`config.mk`:
```
export PLATFORM = sky130hd
export DESIGN_NAME = ets_capture
export DESIGN_NICKNAME = d
export VERILOG_FILES = /design/src/rtl/ets_capture.v /design/src/rtl/ets_filter.v
export VERILOG_INCLUDE_DIRS = /design/src /design/src/rtl
export SDC_FILE = /design/constraint.sdc
export NUM_CORES = 1
export LEC_CHECK = 0
export BUFFER_PORTS_ARGS = -buffer_cell sky130_fd_sc_hd__buf_4
export CAP_MARGIN = 20
export CORE_ASPECT_RATIO = 0.5
export CORE_MARGIN = 2
export CORE_UTILIZATION = 60
export CTS_CLUSTER_DIAMETER = 40
export DETAILED_ROUTE_END_ITERATION = 7
export PLACE_DENSITY = 0.87
export SYNTH_ARGS = -nofsm -noshare
export SYNTH_HDL_FRONTEND = slang
export SYNTH_SLANG_ARGS = --single-unit
export TNS_END_PERCENT = 10
```
`constraint.sdc`:
```
create_clock -name i_clk -period 9.7 [get_ports i_clk]
set_input_delay 0.97 -clock i_clk [delete_from_list [all_inputs] [get_ports i_clk]]
set_output_delay 0.97 -clock i_clk [all_outputs]
set_load 0.02 [all_outputs]
```
`src/rtl/ets_defs.vh`:
```
// constants shared by the edge time stamp capture block
`ifndef ETS_DEFS_VH
`define ETS_DEFS_VH

// ---------------------------------------------------------------
// parameter byte indices
// ---------------------------------------------------------------
`define ETS_IDX_IN_LEN    3'h0
`define ETS_IDX_OUT_LEN   3'h1
`define ETS_IDX_DLY0      3'h2
`define ETS_IDX_DLY1      3'h3
`define ETS_IDX_RISE      3'h4
`define ETS_IDX_FALL      3'h5

// ---------------------------------------------------------------
// fixed and reset values
// ---------------------------------------------------------------
`define ETS_IN_LEN_SMALL  8'h14
`define ETS_IN_LEN_LARGE  8'h3c
`define ETS_OUT_LEN       8'h00
`define ETS_DLY_RST       8'h02
`define ETS_EDGE_RST      8'h00
`define ETS_EDGE_MASK     8'h03
`define ETS_ENTRIES_SMALL 4'h5
`define ETS_ENTRIES_LARGE 4'hf
`define ETS_STATE_LSB     30

// ---------------------------------------------------------------
// delay codes and their times
// ---------------------------------------------------------------
`define ETS_DCODE_1       8'h00
`define ETS_DCODE_3       8'h02
`define ETS_DCODE_10      8'h04
`define ETS_DCODE_86      8'h07
`define ETS_DCODE_342     8'h09
`define ETS_DCODE_2731    8'h0c
`define ETS_DLY1_US       1
`define ETS_DLY3_US       3
`define ETS_DLY10_US      10
`define ETS_DLY86_US      86
`define ETS_DLY342_US     342
`define ETS_DLY2731_US    2731
`define ETS_CLK_MHZ       50

`endif

```
`src/rtl/ets_capture.v`:
```
// two-channel edge time stamp capture with shifting input image
`timescale 1ns/1ps
`default_nettype none
`include "ets_defs.vh"

module ets_capture #(
   parameter        LARGE_VARIANT = 0,
   parameter [17:0] DLY86_CYC     = `ETS_DLY86_US * `ETS_CLK_MHZ,
   parameter [17:0] DLY342_CYC    = `ETS_DLY342_US * `ETS_CLK_MHZ,
   parameter [17:0] DLY2731_CYC   = `ETS_DLY2731_US * `ETS_CLK_MHZ
) (
   // clock and reset
   input  wire        i_clk,
   input  wire        i_rst_n,
   // input pins
   input  wire        i_input_channel_zero,
   input  wire        i_input_channel_one,
   // microsecond ticker from head module
   input  wire [31:0] i_us_time,
   // parameter record port
   input  wire        i_prm_wr,
   input  wire [2:0]  i_prm_idx,
   input  wire [7:0]  i_prm_wdata,
   output wire [7:0]  o_prm_rdata,
   // input process image port
   input  wire [5:0]  i_img_addr,
   input  wire        i_img_hold,
   output wire [7:0]  o_img_rdata,
   // status
   output wire [3:0]  o_entry_count,
   output wire        o_capture_ready,
   output wire [1:0]  o_input_state
);

   // ---------------------------------------------------------------
   // variant constants
   // ---------------------------------------------------------------
   // image depth and input length for the selected variant
   localparam [3:0] DEPTH  = LARGE_VARIANT ? `ETS_ENTRIES_LARGE : `ETS_ENTRIES_SMALL;
   localparam [7:0] IN_LEN = LARGE_VARIANT ? `ETS_IN_LEN_LARGE : `ETS_IN_LEN_SMALL;
   localparam [17:0] DLY1_CYC  = `ETS_DLY1_US * `ETS_CLK_MHZ;
   localparam [17:0] DLY3_CYC  = `ETS_DLY3_US * `ETS_CLK_MHZ;
   localparam [17:0] DLY10_CYC = `ETS_DLY10_US * `ETS_CLK_MHZ;

   // ---------------------------------------------------------------
   // parameter registers
   // ---------------------------------------------------------------
   reg [7:0] dly0_reg;
   reg [7:0] dly1_reg;
   reg [7:0] rise_reg;
   reg [7:0] fall_reg;
   reg [7:0] prm_rdata;

   function legal_code;
      input [7:0] code;
      begin
         legal_code = (code == `ETS_DCODE_1)   || (code == `ETS_DCODE_3) ||
                      (code == `ETS_DCODE_10)  || (code == `ETS_DCODE_86) ||
                      (code == `ETS_DCODE_342) || (code == `ETS_DCODE_2731);
      end
   endfunction

   function [17:0] code_limit;
      input [7:0] code;
      begin
         case (code)
            `ETS_DCODE_1:    code_limit = DLY1_CYC;
            `ETS_DCODE_3:    code_limit = DLY3_CYC;
            `ETS_DCODE_10:   code_limit = DLY10_CYC;
            `ETS_DCODE_86:   code_limit = DLY86_CYC;
            `ETS_DCODE_342:  code_limit = DLY342_CYC;
            `ETS_DCODE_2731: code_limit = DLY2731_CYC;
            default:         code_limit = DLY3_CYC;
         endcase
      end
   endfunction

   always @(posedge i_clk) begin
      if (!i_rst_n) begin
         dly0_reg <= `ETS_DLY_RST;
         dly1_reg <= `ETS_DLY_RST;
         rise_reg <= `ETS_EDGE_RST;
         fall_reg <= `ETS_EDGE_RST;
      end else if (i_prm_wr) begin
         case (i_prm_idx)
            `ETS_IDX_DLY0: begin
               if (legal_code(i_prm_wdata)) begin
                  dly0_reg <= i_prm_wdata;
               end
            end
            `ETS_IDX_DLY1: begin
               if (legal_code(i_prm_wdata)) begin
                  dly1_reg <= i_prm_wdata;
               end
            end
            `ETS_IDX_RISE: begin
               rise_reg <= i_prm_wdata & `ETS_EDGE_MASK;
            end
            `ETS_IDX_FALL: begin
               fall_reg <= i_prm_wdata & `ETS_EDGE_MASK;
            end
            default: begin
            end
         endcase
      end
   end

   always @* begin
      case (i_prm_idx)
         `ETS_IDX_IN_LEN:  prm_rdata = IN_LEN;
         `ETS_IDX_OUT_LEN: prm_rdata = `ETS_OUT_LEN;
         `ETS_IDX_DLY0:    prm_rdata = dly0_reg;
         `ETS_IDX_DLY1:    prm_rdata = dly1_reg;
         `ETS_IDX_RISE:    prm_rdata = rise_reg;
         `ETS_IDX_FALL:    prm_rdata = fall_reg;
         default:          prm_rdata = 8'h00;
      endcase
   end

   assign o_prm_rdata = prm_rdata;

   // ---------------------------------------------------------------
   // input filters and edge detection
   // ---------------------------------------------------------------
   wire [1:0]  pins  = {i_input_channel_one, i_input_channel_zero};
   wire [35:0] limits = {code_limit(dly1_reg), code_limit(dly0_reg)};
   wire [1:0]  level;
   reg  [1:0]  prev_reg;

   genvar g;
   generate
      for (g = 0; g < 2; g = g + 1) begin : g_chan
         ets_filter u_filter (
            .i_clk   (i_clk),
            .i_rst_n (i_rst_n),
            .i_pin   (pins[g]),
            .i_limit (limits[g*18 +: 18]),
            .o_level (level[g])
         );
      end
   endgenerate

   always @(posedge i_clk) begin
      if (!i_rst_n) begin
         prev_reg <= 2'h0;
      end else begin
         prev_reg <= level;
      end
   end

   wire [1:0] rise_ev = level & ~prev_reg & rise_reg[1:0];
   wire [1:0] fall_ev = ~level & prev_reg & fall_reg[1:0];
   wire       event_any = |(rise_ev | fall_ev);
   wire [31:0] new_entry = {level, i_us_time[`ETS_STATE_LSB-1:0]};

   // ---------------------------------------------------------------
   // two-entry buffer
   // ---------------------------------------------------------------
   reg [31:0] buf_reg [0:1];
   reg        wr_ptr_reg;
   reg        rd_ptr_reg;
   reg [1:0]  buf_cnt_reg;
   wire       buf_in_ready  = (buf_cnt_reg != 2'h2);
   wire       buf_out_valid = (buf_cnt_reg != 2'h0);
   wire       buf_out_ready = ~i_img_hold;
   wire       buf_push      = event_any & buf_in_ready;
   wire       buf_pop       = buf_out_valid & buf_out_ready;

   always @(posedge i_clk) begin
      if (!i_rst_n) begin
         wr_ptr_reg  <= 1'b0;
         rd_ptr_reg  <= 1'b0;
         buf_cnt_reg <= 2'h0;
         buf_reg[0]  <= 32'h00000000;
         buf_reg[1]  <= 32'h00000000;
      end else begin
         if (buf_push) begin
            buf_reg[wr_ptr_reg] <= new_entry;
            wr_ptr_reg          <= ~wr_ptr_reg;
         end
         if (buf_pop) begin
            rd_ptr_reg <= ~rd_ptr_reg;
         end
         case ({buf_push, buf_pop})
            2'b10:   buf_cnt_reg <= buf_cnt_reg + 2'h1;
            2'b01:   buf_cnt_reg <= buf_cnt_reg - 2'h1;
            default: buf_cnt_reg <= buf_cnt_reg;
         endcase
      end
   end

   assign o_capture_ready = buf_in_ready;

   // ---------------------------------------------------------------
   // input process image
   // ---------------------------------------------------------------
   reg [31:0] img_reg [0:14];
   reg [3:0]  count_reg;

   generate
      for (g = 0; g < 15; g = g + 1) begin : g_img
         always @(posedge i_clk) begin
            if (!i_rst_n) begin
               img_reg[g] <= 32'h00000000;
            end else if (buf_pop) begin
               if (g == 0) begin
                  img_reg[g] <= buf_reg[rd_ptr_reg];
               end else begin
                  img_reg[g] <= img_reg[(g > 0) ? g - 1 : 0];
               end
            end
         end
      end
   endgenerate

   always @(posedge i_clk) begin
      if (!i_rst_n) begin
         count_reg <= 4'h0;
      end else if (buf_pop && count_reg != DEPTH) begin
         count_reg <= count_reg + 4'h1;
      end
   end

   // ---------------------------------------------------------------
   // image read
   // ---------------------------------------------------------------
   reg  [7:0]  img_rdata_reg;
   wire [3:0]  rd_entry = i_img_addr[5:2];
   wire [31:0] rd_word  = img_reg[rd_entry];

   always @(posedge i_clk) begin
      if (!i_rst_n) begin
         img_rdata_reg <= 8'h00;
      end else if (rd_entry >= DEPTH) begin
         img_rdata_reg <= 8'h00;
      end else begin
         img_rdata_reg <= rd_word[i_img_addr[1:0]*8 +: 8];
      end
   end

   assign o_img_rdata   = img_rdata_reg;
   assign o_entry_count = count_reg;
   assign o_input_state = prev_reg;

endmodule // ets_capture

`default_nettype wire

```
`src/rtl/ets_filter.v`:
```
// input synchroniser and delay filter for one channel
`timescale 1ns/1ps
`default_nettype none

module ets_filter (
   // clock and reset
   input  wire        i_clk,
   input  wire        i_rst_n,
   // pin and setting
   input  wire        i_pin,
   input  wire [17:0] i_limit,
   // filtered level
   output wire        o_level
);

   reg        sync1_reg;
   reg        sync2_reg;
   reg [17:0] cnt_reg;
   reg        level_reg;
   wire [17:0] cnt_inc = cnt_reg + 18'h00001;

   always @(posedge i_clk) begin
      if (!i_rst_n) begin
         sync1_reg <= 1'b0;
         sync2_reg <= 1'b0;
         cnt_reg   <= 18'h00000;
         level_reg <= 1'b0;
      end else begin
         sync1_reg <= i_pin;
         sync2_reg <= sync1_reg;
         if (sync2_reg == level_reg) begin
            cnt_reg <= 18'h00000;
         end else if (cnt_inc >= i_limit) begin
            cnt_reg   <= 18'h00000;
            level_reg <= sync2_reg;
         end else begin
            cnt_reg <= cnt_inc;
         end
      end
   end

   assign o_level = level_reg;

endmodule // ets_filter

`default_nettype wire

```
==> impl_metrics.toml, run 1 <==
[floorplan]
start_util_pct = 60.9
die_h_um = 128
rows = 45
coreArea_um2 = 30300
boundaryPins = 78
die_w_um = 252
dieArea_um2 = 32300

[sta]
final.setup.tns_ns = 0
fmax_ghz = 0.277
finalCritPeriodShare_pct = 37.2
setup_viol = 0
setup_ws_ns = 6.09
hold_viol = 0
worst_pin_slew_ns = 1.11
rsz0062_at_grt = "no"
fin_crit_ns = 3.61
max-slew-margin-rel_pct = 26.3
maxSlewViolCount = 0
timing.hold.ws_ns = 0.474
fin_skew_ns = 0.0178

[route]
drt_iter0_drc = 1477
drt_first_pass_iters = 5
drt_wl_total_mm = 38.6
via_per_inst = 6.32
drcViolationCount = 0
vias = 11400
antenna_left = 0
routedWlPerCell_um = 21.4

[logic_synthesis]
syn_nets = 1438
synth_seq_cells = 401
synth.area.top_cells = "edfxtp_1, mux4_2, dfxtp_1, and3_1, mux2i_1"
ys_seq_area_share_pct = 60.8
syn_area_um2 = 18500
syn_avg_cell_area_um2 = 13.7
synth-edff-count = 320
ys_async_sr_fraction_pct = 0
synth_cell_types = 58
syn_inst = 1352
synth.top_cell.area_share_pct = 52.1
yosys_most_used_dff = "edfxtp_1"
ys_warn_count = 0
synth_top_cell_by_area = "edfxtp_1"

[pwr]
internal_power_uw = 2840
power_leakage_uw = 0.00834
switching_power_uw = 770
comb_power_share_pct = 4.7
sequentialPowerShare_pct = 53.5
swShare_pct = 21.3
p_clk_share_pct = 41.8
ir_drop_mv = 0.101
total_power_uw = 3610
power_density_nw_per_um2 = 176

[setup_path]
timing.rr.start = "dly0_reg[7]$_SDFFE_PN0P_"
r2r_cells = 11
rr_endpoint = "g_chan[0].u_filter.cnt_reg[2]$_SDFF_PP0_"
endpoint_kind = "flip-flop"
slowest_stage = "or4b_2"
cp.arrival_ns = 4.03
cp.buffers_inverters = 0
r2r_slack_ns = 6.09
cp-startpoint = "dly0_reg[7]$_SDFFE_PN0P_"
max_stage_delay_ns = 0.69
worst_path_most_repeated_cell = "and2_1"
crit_required_ns = 10.13
cp_max_fo = 15
path_class = "reg -> reg"
start_kind = "flip-flop"
critPathTopFamily = "simple AND/OR/NAND/NOR gates"
crit_path_cell_trace = "nor4_1, and2_1, nand2_1, and2_1, ha_1, nand4_1, or4b_2, o211ai_1, o2bb2ai_1, or4b_4, and2b_1"

[grt]
antenna_found_initial = 2
grt_usage_pct = 24.4
overflow = 0
grt_max_degree = 211
grt_pass1_wl_mm = 61.6
grt_pass1_vias = 11400

[cts]
clock-sinks = 401
cts.clk_slew.worst_paths_ns = 0.06
cts_setup_buffers = 0
root_buffer = "clkbuf_16"
cts_made_buffers = 38
cts_max_level = 2
cts_resized = 0
cts_hold_buf = 0
cts.path.max_buffers = 3
insertion_delay_ns = 0.54
cts_tree = "built"

[finish]
syn2layout_area_growth_pct = 11.0
fin_util_pct = 67.6
drive_gt1_share_pct = 17.4
largest_reg_flops = 256
final_cell_mix = "edfxtp_1, and3_1, buf_4"
final_nets = 1457
mostFrequentLayoutCell = "edfxtp_1"

[placement]
place_hpwl_mm = 22.5
portBuffers = 75
place_ws_ns = 5.96
finalWeightedCongestion = 0.872

[hold_path]
min_path_cells = 1
hold_class = "reg -> reg"
worstHoldEndpoint = "g_chan[0].u_filter.cnt_reg[0]$_SDFF_PP0_"
worstHoldStart = "g_chan[0].u_filter.cnt_reg[0]$_SDFF_PP0_"

[status]
status = "complete, no violations"

[flow_run]
max_cap_viol_count = 0
power groups by stage:
stage / sequential, µW / combinational, µW / clock (µW)
final: 1930 / 170 / 1510
after global routing: 1940 / 181 / 1590
after CTS: 1930 / 170 / 1530
after detailed placement: 1960 / 168 / 0
after global placement: 1960 / 162 / 0
after floorplan: 1970 / 114 / 0
through the flow:
stage          instance area [µm²]  std cells
2_1_floorplan                18500       1352
3_5_place_dp                 19200       1730
6_report                     20500       1802
3_3_place_gp                 19200       1730
5_1_grt                      20500       1800
4_1_cts                      20500       1799
Yosys cell counts (3+ instances only):
cell type    n
o21ai_0     10
nor3b_1     16
nand4_1     11
edfxtp_1   320
a211oi_1     6
o211ai_1     5
nor4_1      10
a21oi_1     11
buf_2        4
inv_1       15
ha_1        31
nor2b_2      7
nor2_1      73
nand2b_1     5
nor2b_1     15
or3_1        5
nand3b_1     4
xor2_1      22
nand3_1     19
o22ai_1      5
and2_1      78
mux4_2      78
buf_1        8
a31oi_1      4
nand2_1     46
mux2i_1     62
and2b_1      3
dfxtp_1     81
clkbuf_1    93
nor3_1      13
and3_1     235
xnor2_1     19
o21a_1       5
cells by family after synthesis:
group / count (synthesis) / share of synthesized area (%)
flip-flops: 401 / 60.8
buffers and inverters: 122 / 2.55
multiplexers: 140 / 12.9
XOR/XNOR: 41 / 1.95
adder cells (fa/ha/maj): 31 / 2.10
AO/OA/AOI/OAI: 65 / 2.40
AND/OR/NAND/NOR: 552 / 17.3
worst max path at each step:
stage / end / cells after the start
3_3_place_gp: o_img_rdata[4]$_SDFF_PP0_ / 6
5_1_grt: g_chan[0].u_filter.cnt_reg[2]$_SDFF_PP0_ / 10
2_1_floorplan: img_reg[0][0]$_SDFFCE_PN0P_ / 4
4_1_cts: g_chan[0].u_filter.cnt_reg[2]$_SDFF_PP0_ / 10
3_5_place_dp: o_img_rdata[4]$_SDFF_PP0_ / 6
6_report: g_chan[0].u_filter.cnt_reg[2]$_SDFF_PP0_ / 11
per-layer routing:
| layer | track usage (%) | part of all wire (%) | vias to the layer above |
|---|---|---|---|
| li1 | - | - | 5153 |
| met1 | 32.2 | 40 | 5675 |
| met2 | 40.7 | 50 | 467 |
| met3 | 5.02 | 7.1 | 98 |
| met4 | 8.28 | 3.1 | 0 |
| met5 | 1.65 | 0 | - |
cell type report:
cell class,count,area [µm²]
sequential,401,11200
fill,1868,9800
multi-input combinational,829,6780
clock buffer,47,1020
timing repair buffer,85,654
tap,399,499
clock inverter,22,240
inverter,16,62.6
antenna,3,7.51
(Power assumes the default switching activity.)
==> run 2, diff against run 1 <==
Settings changed: ABC_AREA set to 1, CORE_UTILIZATION 60 to 54, PLACE_DENSITY 0.87 to 0.83.
Clock period 9.7 ns to 3.3 ns, I/O delays scaled along.
==> impl_metrics.toml, run 2 <==
[logic_synthesis]
synth.top_cell.area_share_pct = 51.6
synth_top_cell_by_area = "edfxtp_1"
synth.area.top_cells = "edfxtp_1, dfxtp_1, nor2_1, inv_1, nand2_1"
yosys_most_used_dff = "edfxtp_1"
syn_area_um2 = 18600
syn_nets = 2087
yosysMostFrequentCell = "nor2_1"
synth_seq_cells = 401
ys_seq_area_share_pct = 60.3
synthTopCellsByCount = "nor2_1, inv_1, edfxtp_1"
syn_inst = 2001
syn_avg_cell_area_um2 = 9.31
ys_warn_count = 0
ys_async_sr_fraction_pct = 0
synth-edff-count = 320
synth_cell_types = 43

[setup_path]
start_kind = "flip-flop"
cp.arrival_ns = 3.40
cp_max_fo = 18
crit_required_ns = 3.76
path_class = "reg -> reg"
endpoint_kind = "flip-flop"

[sta]
setup_viol = 0
finalCritPeriodShare_pct = 89.1
setup_ws_ns = 0.361
fmax_ghz = 0.340
maxSlewViolCount = 0
fin_crit_ns = 2.94
max-slew-margin-rel_pct = 29.7
hold_viol = 0
worst_pin_slew_ns = 1.05
fin_skew_ns = 0.0246
rsz0062_at_grt = "no"
final.setup.tns_ns = 0

[route]
drt_wl_total_mm = 40.2
via_per_inst = 5.42
drt_iter0_drc = 1477
drt_first_pass_iters = 6
antenna_left = 0
routedWlPerCell_um = 15.9
vias = 13700
drcViolationCount = 0

[floorplan]
boundaryPins = 78
dieArea_um2 = 36100
coreArea_um2 = 34200
start_util_pct = 54.4
rows = 48
die_w_um = 267
die_h_um = 135

[grt]
grt_pass1_vias = 13100
grt_max_degree = 93
overflow = 0
antenna_found_initial = 0
grt_usage_pct = 22.4
grt_pass1_wl_mm = 64.6

[finish]
fin_util_pct = 61.2
syn2layout_area_growth_pct = 12.5
multi_input_area_um2 = 5580
largest_reg_flops = 256
fillCellCount = 2650
seq_area_um2 = 11200
diodes = 0
final_cell_mix = "nor2_1, inv_1, edfxtp_1"
final_nets = 2133
drive_gt1_share_pct = 9.54
finalNonFillerCells = 2526
mostFrequentLayoutCell = "nor2_1"

[placement]
place_ws_ns = 0.176
place_inst = 2456
place_hpwl_mm = 25.2
finalWeightedCongestion = 0.895
portBuffers = 75

[pwr]
sequentialPowerShare_pct = 53.1
ir_drop_mv = 0.303
internal_power_uw = 8260
comb_power_share_pct = 5.6
swShare_pct = 22.2
switching_power_uw = 2360
p_clk_share_pct = 41.3
power_density_nw_per_um2 = 507
power_leakage_uw = 0.00857

[cts]
cts.clk_slew.worst_paths_ns = 0.06
root_buffer = "clkbuf_16"
insertion_delay_ns = 0.55
cts_made_buffers = 37
cts_tree = "built"
cts_max_level = 2
clock-sinks = 401
cts.path.max_buffers = 3

[status]
status = "complete, no violations"

[hold_path]
hold_class = "in -> reg"

[flow_run]
max_cap_viol_count = 0
## run 2: cell count changes after synthesis, moves of 15 or more
cell,delta
and3_1,-234
mux4_2,-78
nor2b_1,-15
nand3_1,+34
o21ai_0,+80
a21oi_1,+120
mux2i_1,-62
and2_1,-77
o221ai_1,+53
nand2_1,+174
inv_1,+377
nor3b_1,-16
nor2_1,+322
## run 2: cell families (layout without fill, tap and decap cells)
kind of cell / after synthesis / after routing / share of synthesized area, %
AND/OR/NAND/NOR: 741 / 741 / 16.4
flip-flops: 401 / 401 / 60.3
XOR/XNOR: 20 / 20 / 0.941
buffers and inverters: 490 / 565 / 10.0
adder cells (fa/ha/maj): 31 / 31 / 2.08
AO/OA/AOI/OAI: 318 / 318 / 10.3
## run 2: final timing paths
| path | start | end | slack (ns) | depth (start not counted) |
|---|---|---|---|---|
| hold reg to reg | g_chan[0].u_filter.sync1_reg$_SDFF_PN0_ | g_chan[0].u_filter.sync2_reg$_SDFF_PN0_ | 0.44 | 2 |
| setup reg to reg | dly1_reg[7]$_SDFFE_PN0P_ | g_chan[1].u_filter.cnt_reg[2]$_SDFF_PP0_ | 0.36 | 19 |
| setup / recovery | dly1_reg[7]$_SDFFE_PN0P_ | g_chan[1].u_filter.cnt_reg[2]$_SDFF_PP0_ | 0.36 | 19 |
| hold / removal | i_prm_wdata[2] | dly1_reg[2]$_SDFFE_PN0P_ | 0.06 | 3 |
## run 2: through the flow
stage          hold slack (ns)  power, µW  instance area (µm²)
6_report                0.0614      10600                21000
5_1_grt                 0.0748      10900                21000
4_1_cts                 0.0435      10700                20900
3_5_place_dp             0.424       6330                19700
3_3_place_gp             0.421       6310                19700
2_1_floorplan            0.390       6110                18600
## run 2: metal layers
metal | track usage [%] | part of all wire [%] | vias up
li1 | - | - | 6633
met1 | 29.4 | 41 | 6430
met2 | 38.7 | 49 | 550
met3 | 3.20 | 6.8 | 87
met4 | 7.12 | 2.6 | 0
met5 | 0 | 0 | -
## run 2: power groups by stage
stage | Sequential, µW | Combinational [µW] | Clock [µW]
2_1_floorplan | 5750 | 352 | 0
3_3_place_gp | 5740 | 563 | 0
3_5_place_dp | 5750 | 576 | 0
4_1_cts | 5640 | 588 | 4430
5_1_grt | 5660 | 651 | 4630
6_report | 5640 | 595 | 4380
## run 2: critical path, cell delays in order (launching register included)
cell	delay (ns)
dfxtp_1	0.32
nor4_2	0.38
nand2_1	0.08
nor4_1	0.28
nor2_1	0.11
nand2_1	0.10
inv_1	0.05
or2_2	0.27
ha_1	0.27
nand2_1	0.06
nand2_1	0.05
nand3_1	0.07
nand3_1	0.08
nand2_1	0.07
nand3_1	0.06
nand2_1	0.07
nand2_2	0.07
nand2_2	0.07
nand3_4	0.22
nor2_1	0.17
## run 2: layout make-up
| type | count | share of cell area, % |
|---|---|---|
| tap | 450 | 2.69 |
| clock inverter | 23 | 1.01 |
| multi-input combinational | 1110 | 26.6 |
| clock buffer | 45 | 4.91 |
| inverter | 394 | 7.06 |
| timing repair buffer | 103 | 4.13 |
| sequential | 401 | 53.6 |
## run 2: repair_timing
item | CTS | global route
endpoints found under the setup margin | 0 | 36
hold buffers | 2 | 0
setup buffers | 0 | 0
gates resized for setup | 0 | 4
endpoints found under the hold margin | 2 | 0
